$ cat src/rfb_defines.vh
// constants for the reset-cause flag and brown-out threshold block
// assumes a 250 MHz system clock and an 8-bit register port
`ifndef RFB_DEFINES_VH
`define RFB_DEFINES_VH

// ----------------------------------------------------------------
// clock and timing
// ----------------------------------------------------------------
`define RFB_CLK_NS            4
// software reset delay, in ns
`define RFB_SRESET_NS         16000
// brown-out qualification time, in ns
`define RFB_LVR_NS            120000
// least times round up to whole cycles
`define RFB_SRESET_CYC        ((`RFB_SRESET_NS + `RFB_CLK_NS - 1) / `RFB_CLK_NS)
`define RFB_LVR_CYC           ((`RFB_LVR_NS + `RFB_CLK_NS - 1) / `RFB_CLK_NS)

// ----------------------------------------------------------------
// register offsets
// ----------------------------------------------------------------
`define RFB_ADDR_CAUSE        8'h00
`define RFB_ADDR_THRESH       8'h01
`define RFB_ADDR_KEY          8'h02
`define RFB_ADDR_WAKE         8'h03
`define RFB_ADDR_IRQ_STAT     8'h04
`define RFB_ADDR_IRQ_MASK     8'h05

// ----------------------------------------------------------------
// cause flag bit positions
// ----------------------------------------------------------------
`define RFB_BIT_WDT_CORRUPT   0
`define RFB_BIT_THR_CORRUPT   1
`define RFB_BIT_BROWNOUT      2
`define RFB_BIT_SW_RESET      3

// ----------------------------------------------------------------
// interrupt status bit positions
// ----------------------------------------------------------------
`define RFB_IRQ_SW            0
`define RFB_IRQ_BROWNOUT      1
`define RFB_IRQ_THR           2
`define RFB_IRQ_WAKE          3
`define RFB_IRQ_WDT           4
`define RFB_IRQ_W             5

// ----------------------------------------------------------------
// encodings and reset values
// ----------------------------------------------------------------
`define RFB_THR_1V70          8'h66
`define RFB_THR_1V90          8'h55
`define RFB_THR_2V55          8'h33
`define RFB_THR_3V15          8'h99
`define RFB_THR_3V80          8'haa
`define RFB_THR_OFF           8'hf0
`define RFB_THR_RST           8'h66
`define RFB_KEY_A             8'h55
`define RFB_KEY_B             8'haa
`define RFB_KEY_RST           8'h55
`define RFB_WAKE_OFF          8'haa
`define RFB_WAKE_RST          8'haa

`endif

$ cat src/rfb_delay_cnt.v
// qualifying delay counter: one registered pulse after arm holds COUNT cycles
// assumes arm comes from logic on the same clock
`timescale 1ns/1ps
`default_nettype none

module rfb_delay_cnt #(
	parameter CW    = 16,
	parameter COUNT = 4000
) (
	input  wire clk,
	input  wire rst_n,
	input  wire arm,
	output reg  done_q
);

	// ----------------------------------------------------------------
	// counter state
	// ----------------------------------------------------------------
	reg  [CW-1:0] cnt_q;   // cycles arm has been held
	reg           fired_q; // pulse already given for this arm period
	wire [CW-1:0] last_c;  // terminal count value
	wire          hit;     // terminal count reached while armed

	// terminal value, cut to the counter width on purpose
	localparam integer LAST_I = (COUNT > 1) ? COUNT - 1 : 0;

	assign last_c = LAST_I[CW-1:0];
	assign hit    = arm & ~fired_q & (cnt_q == last_c);

	// count while armed, restart whenever arm drops
	always @(posedge clk or negedge rst_n) begin
		if (!rst_n) begin
			cnt_q   <= {CW{1'b0}};
			fired_q <= 1'b0;
			done_q  <= 1'b0;
		end else begin
			done_q <= hit;
			if (!arm) begin
				// short episodes leave no trace
				cnt_q   <= {CW{1'b0}};
				fired_q <= 1'b0;
			end else if (hit) begin
				// one pulse per arm period
				fired_q <= 1'b1;
			end else if (!fired_q) begin
				cnt_q <= cnt_q + {{(CW-1){1'b0}}, 1'b1};
			end
		end
	end

endmodule

`default_nettype wire

$ cat src/rfb_reset_ctrl.v
// reset-cause flags, brown-out threshold select and reset key checking
// assumes supply_low and wake_pin are asynchronous; other inputs on ref_clk
// sys_reset_req is taken by the system reset tree; rst_n is power-on only
//
// The register offsets and the strobed register port were left to the implementer.
`include "rfb_defines.vh"
`timescale 1ns/1ps
`default_nettype none

// How it works
// - software reset sets cause bit 3
// - bits 7 to 4 read zero
// - brown-out active except sleep and idle
// - qualified low supply resets, sets bit 2
// - short low-supply episodes are ignored
// - decode six threshold encodings
// - bad threshold: delayed reset, restore 0x66
// - bad threshold sets cause bit 1
// - brown-out reset keeps threshold contents
// - no-detector variant: bit 2 reads zero
// - no-detector variant still checks threshold
// - wake pin edge resets unless disabled or the fast oscillator is off
// - bad reset key: delayed reset, sets bit 3
module rfb_reset_ctrl #(
	parameter HAS_BROWNOUT = 1,
	parameter CW           = 16,
	parameter SRESET_CYC   = `RFB_SRESET_CYC,
	parameter LVR_CYC      = `RFB_LVR_CYC
) (
	input  wire       ref_clk,
	input  wire       rst_n,
	input  wire [7:0] addr,
	input  wire [7:0] wdata,
	input  wire       wr_en,
	input  wire       rd_en,
	output reg  [7:0] rdata_q,
	input  wire       supply_low,
	input  wire       wake_pin,
	input  wire       fast_osc_en,
	input  wire       low_power_mode,
	input  wire       wdt_corrupt,
	output reg  [2:0] threshold_level_q,
	output reg        brownout_en_q,
	output reg        sys_reset_req_q,
	output wire       irq
);

	// ----------------------------------------------------------------
	// functions
	// ----------------------------------------------------------------

	// one of the five voltage encodings
	function thr_is_level;
		input [7:0] code;
		begin
			thr_is_level = (code == `RFB_THR_1V70) || (code == `RFB_THR_1V90) ||
				(code == `RFB_THR_2V55) || (code == `RFB_THR_3V15) ||
				(code == `RFB_THR_3V80);
		end
	endfunction

	// voltage index 0..4 for the comparator
	function [2:0] thr_index;
		input [7:0] code;
		begin
			if (code == `RFB_THR_1V70) begin
				thr_index = 3'h0;
			end else if (code == `RFB_THR_1V90) begin
				thr_index = 3'h1;
			end else if (code == `RFB_THR_2V55) begin
				thr_index = 3'h2;
			end else if (code == `RFB_THR_3V15) begin
				thr_index = 3'h3;
			end else begin
				thr_index = 3'h4;
			end
		end
	endfunction

	// ----------------------------------------------------------------
	// reset release and input synchronisers
	// ----------------------------------------------------------------
	reg        rst_s1_q;    // reset release stage 1
	reg        rst_s2_q;    // reset release stage 2
	wire       rst_sync_n;  // released power-on reset
	reg  [1:0] low_sync_q;  // supply comparator synchroniser
	reg  [1:0] wake_sync_q; // wake pin synchroniser
	reg        wake_prev_q; // last synchronised wake level

	// release reset through two flops
	always @(posedge ref_clk or negedge rst_n) begin
		if (!rst_n) begin
			rst_s1_q <= 1'b0;
			rst_s2_q <= 1'b0;
		end else begin
			rst_s1_q <= 1'b1;
			rst_s2_q <= rst_s1_q;
		end
	end

	assign rst_sync_n = rst_s2_q;

	// two-flop synchronisers, first stage read only by the second
	always @(posedge ref_clk or negedge rst_sync_n) begin
		if (!rst_sync_n) begin
			low_sync_q  <= 2'h0;
			wake_sync_q <= 2'h0;
			wake_prev_q <= 1'b0;
		end else begin
			low_sync_q  <= {low_sync_q[0], supply_low};
			wake_sync_q <= {wake_sync_q[0], wake_pin};
			wake_prev_q <= wake_sync_q[1];
		end
	end

	// ----------------------------------------------------------------
	// registers
	// ----------------------------------------------------------------
	reg  [3:0]          cause_q;  // sticky reset cause flags
	reg  [3:0]          cause_d;
	reg  [7:0]          thr_q;    // brownout_threshold_select
	reg  [7:0]          key_q;    // reset_key_register
	reg  [7:0]          wake_q;   // wake_detect_enable_field
	reg  [`RFB_IRQ_W-1:0] istat_q;  // interrupt status, clear on read
	reg  [`RFB_IRQ_W-1:0] istat_d;
	reg  [`RFB_IRQ_W-1:0] imask_q;  // interrupt mask
	reg  [7:0]          rdata_d;

	// ----------------------------------------------------------------
	// event detection
	// ----------------------------------------------------------------
	wire thr_off;     // threshold selects brown-out off
	wire thr_bad;     // threshold holds an undefined code
	wire key_bad;     // reset key holds an undefined code
	wire lvr_arm;     // low supply seen while brown-out active
	wire sw_done;     // key delay expired
	wire thr_done;    // threshold delay expired
	wire lvr_done;    // low supply qualified
	wire wake_evt;    // wake pin reset event
	wire wr_cause;
	wire wr_thr;
	wire wr_key;
	wire wr_wake;
	wire wr_imask;
	wire rd_istat;

	assign wr_cause = wr_en && (addr == `RFB_ADDR_CAUSE);
	assign wr_thr   = wr_en && (addr == `RFB_ADDR_THRESH);
	assign wr_key   = wr_en && (addr == `RFB_ADDR_KEY);
	assign wr_wake  = wr_en && (addr == `RFB_ADDR_WAKE);
	assign wr_imask = wr_en && (addr == `RFB_ADDR_IRQ_MASK);
	assign rd_istat = rd_en && (addr == `RFB_ADDR_IRQ_STAT);

	// checked on the stored value, so the cycle after the write
	assign thr_off = (thr_q == `RFB_THR_OFF);
	assign thr_bad = !thr_is_level(thr_q) && !thr_off;
	assign key_bad = (key_q != `RFB_KEY_A) && (key_q != `RFB_KEY_B);

	// brown-out only watches while enabled and awake
	assign lvr_arm = (HAS_BROWNOUT != 0) && brownout_en_q && low_sync_q[1];

	// rising wake edge, unless disabled or the fast oscillator is off
	assign wake_evt = wake_sync_q[1] && !wake_prev_q &&
		(wake_q != `RFB_WAKE_OFF) && fast_osc_en;

	// software reset delay for the key register
	rfb_delay_cnt #(
		.CW    (CW),
		.COUNT (SRESET_CYC)
	) u_key_dly (
		.clk    (ref_clk),
		.rst_n  (rst_sync_n),
		.arm    (key_bad),
		.done_q (sw_done)
	);

	// software reset delay for the threshold register
	rfb_delay_cnt #(
		.CW    (CW),
		.COUNT (SRESET_CYC)
	) u_thr_dly (
		.clk    (ref_clk),
		.rst_n  (rst_sync_n),
		.arm    (thr_bad),
		.done_q (thr_done)
	);

	// brown-out qualification, drops on any recovery
	rfb_delay_cnt #(
		.CW    (CW),
		.COUNT (LVR_CYC)
	) u_lvr_dly (
		.clk    (ref_clk),
		.rst_n  (rst_sync_n),
		.arm    (lvr_arm),
		.done_q (lvr_done)
	);

	// ----------------------------------------------------------------
	// cause flags
	// ----------------------------------------------------------------

	// zero write clears, one keeps, hardware set wins
	always @* begin
		cause_d = cause_q;
		if (wr_cause) begin
			cause_d = cause_q & wdata[3:0];
		end
		if (sw_done) begin
			cause_d[`RFB_BIT_SW_RESET] = 1'b1;
		end
		if (lvr_done) begin
			cause_d[`RFB_BIT_BROWNOUT] = 1'b1;
		end
		if (thr_done) begin
			cause_d[`RFB_BIT_THR_CORRUPT] = 1'b1;
		end
		if (wdt_corrupt) begin
			cause_d[`RFB_BIT_WDT_CORRUPT] = 1'b1;
		end
		if (HAS_BROWNOUT == 0) begin
			cause_d[`RFB_BIT_BROWNOUT] = 1'b0;
		end
	end

	// of the resets, only power-on clears the flags
	always @(posedge ref_clk or negedge rst_sync_n) begin
		if (!rst_sync_n) begin
			cause_q <= 4'h0;
		end else begin
			cause_q <= cause_d;
		end
	end

	// ----------------------------------------------------------------
	// control registers
	// ----------------------------------------------------------------

	// threshold, key and wake enable registers
	always @(posedge ref_clk or negedge rst_sync_n) begin
		if (!rst_sync_n) begin
			thr_q  <= `RFB_THR_RST;
			key_q  <= `RFB_KEY_RST;
			wake_q <= `RFB_WAKE_RST;
		end else begin
			// bad code restores the power-on value
			if (thr_done) begin
				thr_q <= `RFB_THR_RST;
			end else if (wr_thr) begin
				thr_q <= wdata;
			end
			// any reset this block requests restores the key
			if (sw_done || thr_done || lvr_done || wake_evt) begin
				key_q <= `RFB_KEY_RST;
			end else if (wr_key) begin
				key_q <= wdata;
			end
			if (wr_wake) begin
				wake_q <= wdata;
			end
		end
	end

	// comparator controls and system reset request
	always @(posedge ref_clk or negedge rst_sync_n) begin
		if (!rst_sync_n) begin
			threshold_level_q <= 3'h0;
			brownout_en_q     <= 1'b0;
			sys_reset_req_q   <= 1'b0;
		end else begin
			threshold_level_q <= thr_index(thr_q);
			brownout_en_q     <= (HAS_BROWNOUT != 0) && thr_is_level(thr_q) &&
				!low_power_mode;
			sys_reset_req_q   <= sw_done || thr_done || lvr_done || wake_evt;
		end
	end

	// ----------------------------------------------------------------
	// interrupts
	// ----------------------------------------------------------------

	// sticky events, read clears, set wins over the clear
	always @* begin
		istat_d = rd_istat ? {`RFB_IRQ_W{1'b0}} : istat_q;
		if (sw_done) begin
			istat_d[`RFB_IRQ_SW] = 1'b1;
		end
		if (lvr_done) begin
			istat_d[`RFB_IRQ_BROWNOUT] = 1'b1;
		end
		if (thr_done) begin
			istat_d[`RFB_IRQ_THR] = 1'b1;
		end
		if (wake_evt) begin
			istat_d[`RFB_IRQ_WAKE] = 1'b1;
		end
		if (wdt_corrupt) begin
			istat_d[`RFB_IRQ_WDT] = 1'b1;
		end
	end

	// status and mask storage
	always @(posedge ref_clk or negedge rst_sync_n) begin
		if (!rst_sync_n) begin
			istat_q <= {`RFB_IRQ_W{1'b0}};
			imask_q <= {`RFB_IRQ_W{1'b0}};
		end else begin
			istat_q <= istat_d;
			if (wr_imask) begin
				imask_q <= wdata[`RFB_IRQ_W-1:0];
			end
		end
	end

	// level interrupt while any enabled bit is set
	assign irq = |(istat_q & imask_q);

	// ----------------------------------------------------------------
	// read path
	// ----------------------------------------------------------------

	// address decode, unmapped reads give zero
	always @* begin
		rdata_d = 8'h00;
		if (addr == `RFB_ADDR_CAUSE) begin
			rdata_d = {4'h0, cause_q};
		end else if (addr == `RFB_ADDR_THRESH) begin
			rdata_d = thr_q;
		end else if (addr == `RFB_ADDR_KEY) begin
			rdata_d = key_q;
		end else if (addr == `RFB_ADDR_WAKE) begin
			rdata_d = wake_q;
		end else if (addr == `RFB_ADDR_IRQ_STAT) begin
			rdata_d = {3'h0, istat_q};
		end else if (addr == `RFB_ADDR_IRQ_MASK) begin
			rdata_d = {3'h0, imask_q};
		end
	end

	// data valid only the cycle after the read strobe
	always @(posedge ref_clk or negedge rst_sync_n) begin
		if (!rst_sync_n) begin
			rdata_q <= 8'h00;
		end else if (rd_en) begin
			rdata_q <= rdata_d;
		end else begin
			rdata_q <= 8'h00;
		end
	end

endmodule

`default_nettype wire

$ cat config.mk
export PLATFORM = sky130hd
export DESIGN_NAME = rfb_reset_ctrl
export DESIGN_NICKNAME = d
export VERILOG_FILES = /design/src/rfb_delay_cnt.v /design/src/rfb_reset_ctrl.v
export VERILOG_INCLUDE_DIRS = /design/src
export SDC_FILE = /design/constraint.sdc
export NUM_CORES = 1
export LEC_CHECK = 0
export BUFFER_PORTS_ARGS = -buffer_cell sky130_fd_sc_hd__buf_2
export CAP_MARGIN = 15
export CORE_ASPECT_RATIO = 1.75
export CORE_MARGIN = 2
export CORE_UTILIZATION = 50
export CTS_CLUSTER_SIZE = 8
export DETAILED_ROUTE_END_ITERATION = 12
export GPL_ROUTABILITY_DRIVEN = 0
export GPL_TIMING_DRIVEN = 0
export PLACE_DENSITY = 0.74
export SLEW_MARGIN = 10
export SYNTH_ARGS = -nofsm -noshare
export SYNTH_HDL_FRONTEND = slang
export SYNTH_HIERARCHICAL = 1
export SYNTH_SLANG_ARGS = --single-unit
$ cat constraint.sdc
create_clock -name ref_clk -period 9.1 [get_ports ref_clk]
set_input_delay 1.82 -clock ref_clk [delete_from_list [all_inputs] [get_ports ref_clk]]
set_output_delay 1.82 -clock ref_clk [all_outputs]
set_load 0.03 [all_outputs]
==> flow_summary.yaml <==
synth:
  yosysTopAreaCell: "dfrtp_1"
  synth_edf_count: 0
  ys_seq_area_frac: 0.495
  synth.top_cells.by_count: "100 x dfrtp_1, 41 x nor2_1, 31 x nand2_1"
  synth_top_area_frac: 0.439
  syn_area_um2: 5690
  synth_seq_cells: 112
  synth_cells: 542
  yosys-top-cells-area: "dfrtp_1 44%, dfstp_2 5.5%, mux2_2 4.0%"
  yosysMostFrequentCell: "dfrtp_1"
  async_flop_share: 1.00
  ys_types: 70
  synth-main-ff-cell: "dfrtp_1"
  yosysWarnings: 6
  syn_nets: 570
  postSynthAreaPerCell_um2: 10.5
pwr:
  power.density_nw_per_um2: 156
  cellLeakagePower_nw: 2.95
  max-vdd-ir-drop_uv: 124
timing:
  worst_slack_ps: 5950
  slew_violations: 0
  grt_setup_unrepaired: "no"
  finClkSkew_ps: 7.59
  final.period_utilization: 0.347
  setup_viol: 0
  final.min_clock_period_ps: 3150
  fin_tns_setup_ps: 0
  hold_violations: 0
  worst_pin_slew_ps: 740
  maxSlewHeadroom: 0.507
  fmax_mhz: 317
worst_setup_path:
  path_max_fanout: 3
  r2r_setup_slack_ps: 6800
  required_ps: 7280
  r2r_end: "u_thr_dly/cnt_q[13]"
  cp-start-kind: "flop"
  rr_startpoint: "thr_q[1]"
  path_class: "flop to output port"
  worstPathArrival_ps: 1330
  crit_path_end_kind: "output port"
  ff2ff_path_depth: 8
floorplanning:
  die_w_um: 84.7
  die_area_um2: 12300
  initial_core_util: 0.513
  rows: 51
  core_area_um2: 11100
  die_h_um: 145
  ios: 39
clock_tree:
  cts_tree: "yes"
  cts_buffers: 9
  post_cts_buffers: 0
  clock_sinks: 112
  cts_root_buf: "clkbuf_16"
  cts_resized: 0
  htreeDepth: 3
  clk_path_buf_depth: 2
  hold_buffers: 0
  clk_latency_ps: 350
  clkTransAtPathRegs_ps: 70
place:
  dpl_worst_slack_ps: 5770
  postPlaceCellArea_um2: 6080
  dp_hpwl_mm: 9.87
  io_buffers: 37
  placed_cells: 712
grt:
  grt_pass1_wl_mm: 22.2
  grtUsageTotal: 0.223
  antenna_found_initial: 0
  overflow: 0
  grt_max_degree: 57
  grt_pass1_vias: 4599
routing:
  routedWlPerCell_um: 18.2
  vias_per_cell: 6.08
  dr.pass1.iters: 4
  drc_errors: 0
  final_antenna_net_count: 0
  dr.first_iter.drc_count: 260
  vias: 4427
  routed_wl_mm: 13.2
finish:
  stdcell_count: 728
  drive_above_1_share: 0.213
  finalCoreUtilization: 0.572
  syn_to_final_growth_pct: 11.6
  fin_nets: 619
  diodes: 0
  layout.cell_area.non_filler_um2: 6350
job:
  timing.max_cap.violations: 0
hold_path:
  hold_path_end: "low_sync_q[1]"
  hp-class: "flop to flop"
  holdCritStartpoint: "low_sync_q[0]"
  min_path_cells: 0
outcome:
  outcome: "complete, no violations"
==> layer usage <==
metal | vias up | routed length [um] | GRT usage
met5 | - | 0 | 0
met4 | 0 | 508 | 0.113
met3 | 40 | 397 | 0.0353
met2 | 112 | 7250 | 0.403
met1 | 2188 | 5080 | 0.247
li1 | 2087 | - | -
==> cell type report <==
class / count / area, um^2
fill: 927 / 4750
sequential: 112 / 2820
multi-input combinational: 399 / 2730
clock buffer: 10 / 229
timing repair buffer: 38 / 213
tap: 132 / 165
buffer: 21 / 113
clock inverter: 6 / 50.0
inverter: 10 / 37.5
==> per-stage QoR <==
stage          total power [mW]  hold WS (ps)
3_5_place_dp              0.625           341
3_3_place_gp              0.619           335
6_report                  0.990           353
5_1_grt                    1.03           359
4_1_cts                    1.00           358
2_1_floorplan             0.590           331
==> cells in the final DEF, fill, tap and decap left out, types with 10 or more instances in the layout <==
cell type and instances:
a21oi_1 24, nand4_1 12, buf_2 43, inv_1 10
xor2_1 18, nor3_1 15, nand3_1 23, clkbuf_1 10
nand2b_1 20, nand2_1 31, mux2i_1 19, dfstp_2 12
nor2_1 41, dfrtp_1 99, o21ai_0 18, mux2_2 20
==> state kept, by name, indices dropped and copies added, names as in the netlist, 2 cells and up <==
register,cells
u_key_dly/cnt_q,16
istat_q,5
wake_q,8
cause_q,4
low_sync_q,2
u_lvr_dly/cnt_q,16
key_q,8
thr_q,8
threshold_level_q,3
u_thr_dly/cnt_q,16
wake_sync_q,2
imask_q,5
rdata_q,8
==> worst max path at each step <==
stage                    start              endpoint  slack [ps]
floorplan             rst_s2_q         brownout_en_q        5770
global placement      rst_s2_q  threshold_level_q[1]        4650
detailed placement     addr[1]            imask_q[3]        5770
CTS                 imask_q[4]                   irq        5930
global route        imask_q[3]                   irq        5840
finish              imask_q[3]                   irq        5950
==> cell families (layout without fill, tap and decap cells) <==
| logic type | after synthesis | in the layout | share of synthesized area |
|---|---|---|---|
| buf+inv | 31 | 85 | 0.0264 |
| xor+xnor | 19 | 19 | 0.0292 |
| compound gates | 95 | 95 | 0.104 |
| simple gates | 242 | 242 | 0.265 |
| flops | 112 | 112 | 0.495 |
| fa+ha+maj | 3 | 3 | 0.00659 |
| other cells | 1 | 1 | 0.000659 |
| mux | 39 | 39 | 0.0730 |
==> worst max-delay path, cell delays in order, from the launching register on <==
cell,delay [ps]
dfrtp_1,420
a222oi_1,310
nand2_1,80
buf_2,180
==> report_power, final <==
part           internal, mW  switching, mW  total, mW
combinational        0.0313         0.0524     0.0836
sequential            0.512         0.0187      0.531
clock                 0.190          0.185      0.376
total                 0.734          0.256      0.990
Power figures use the tool's default switching activity.
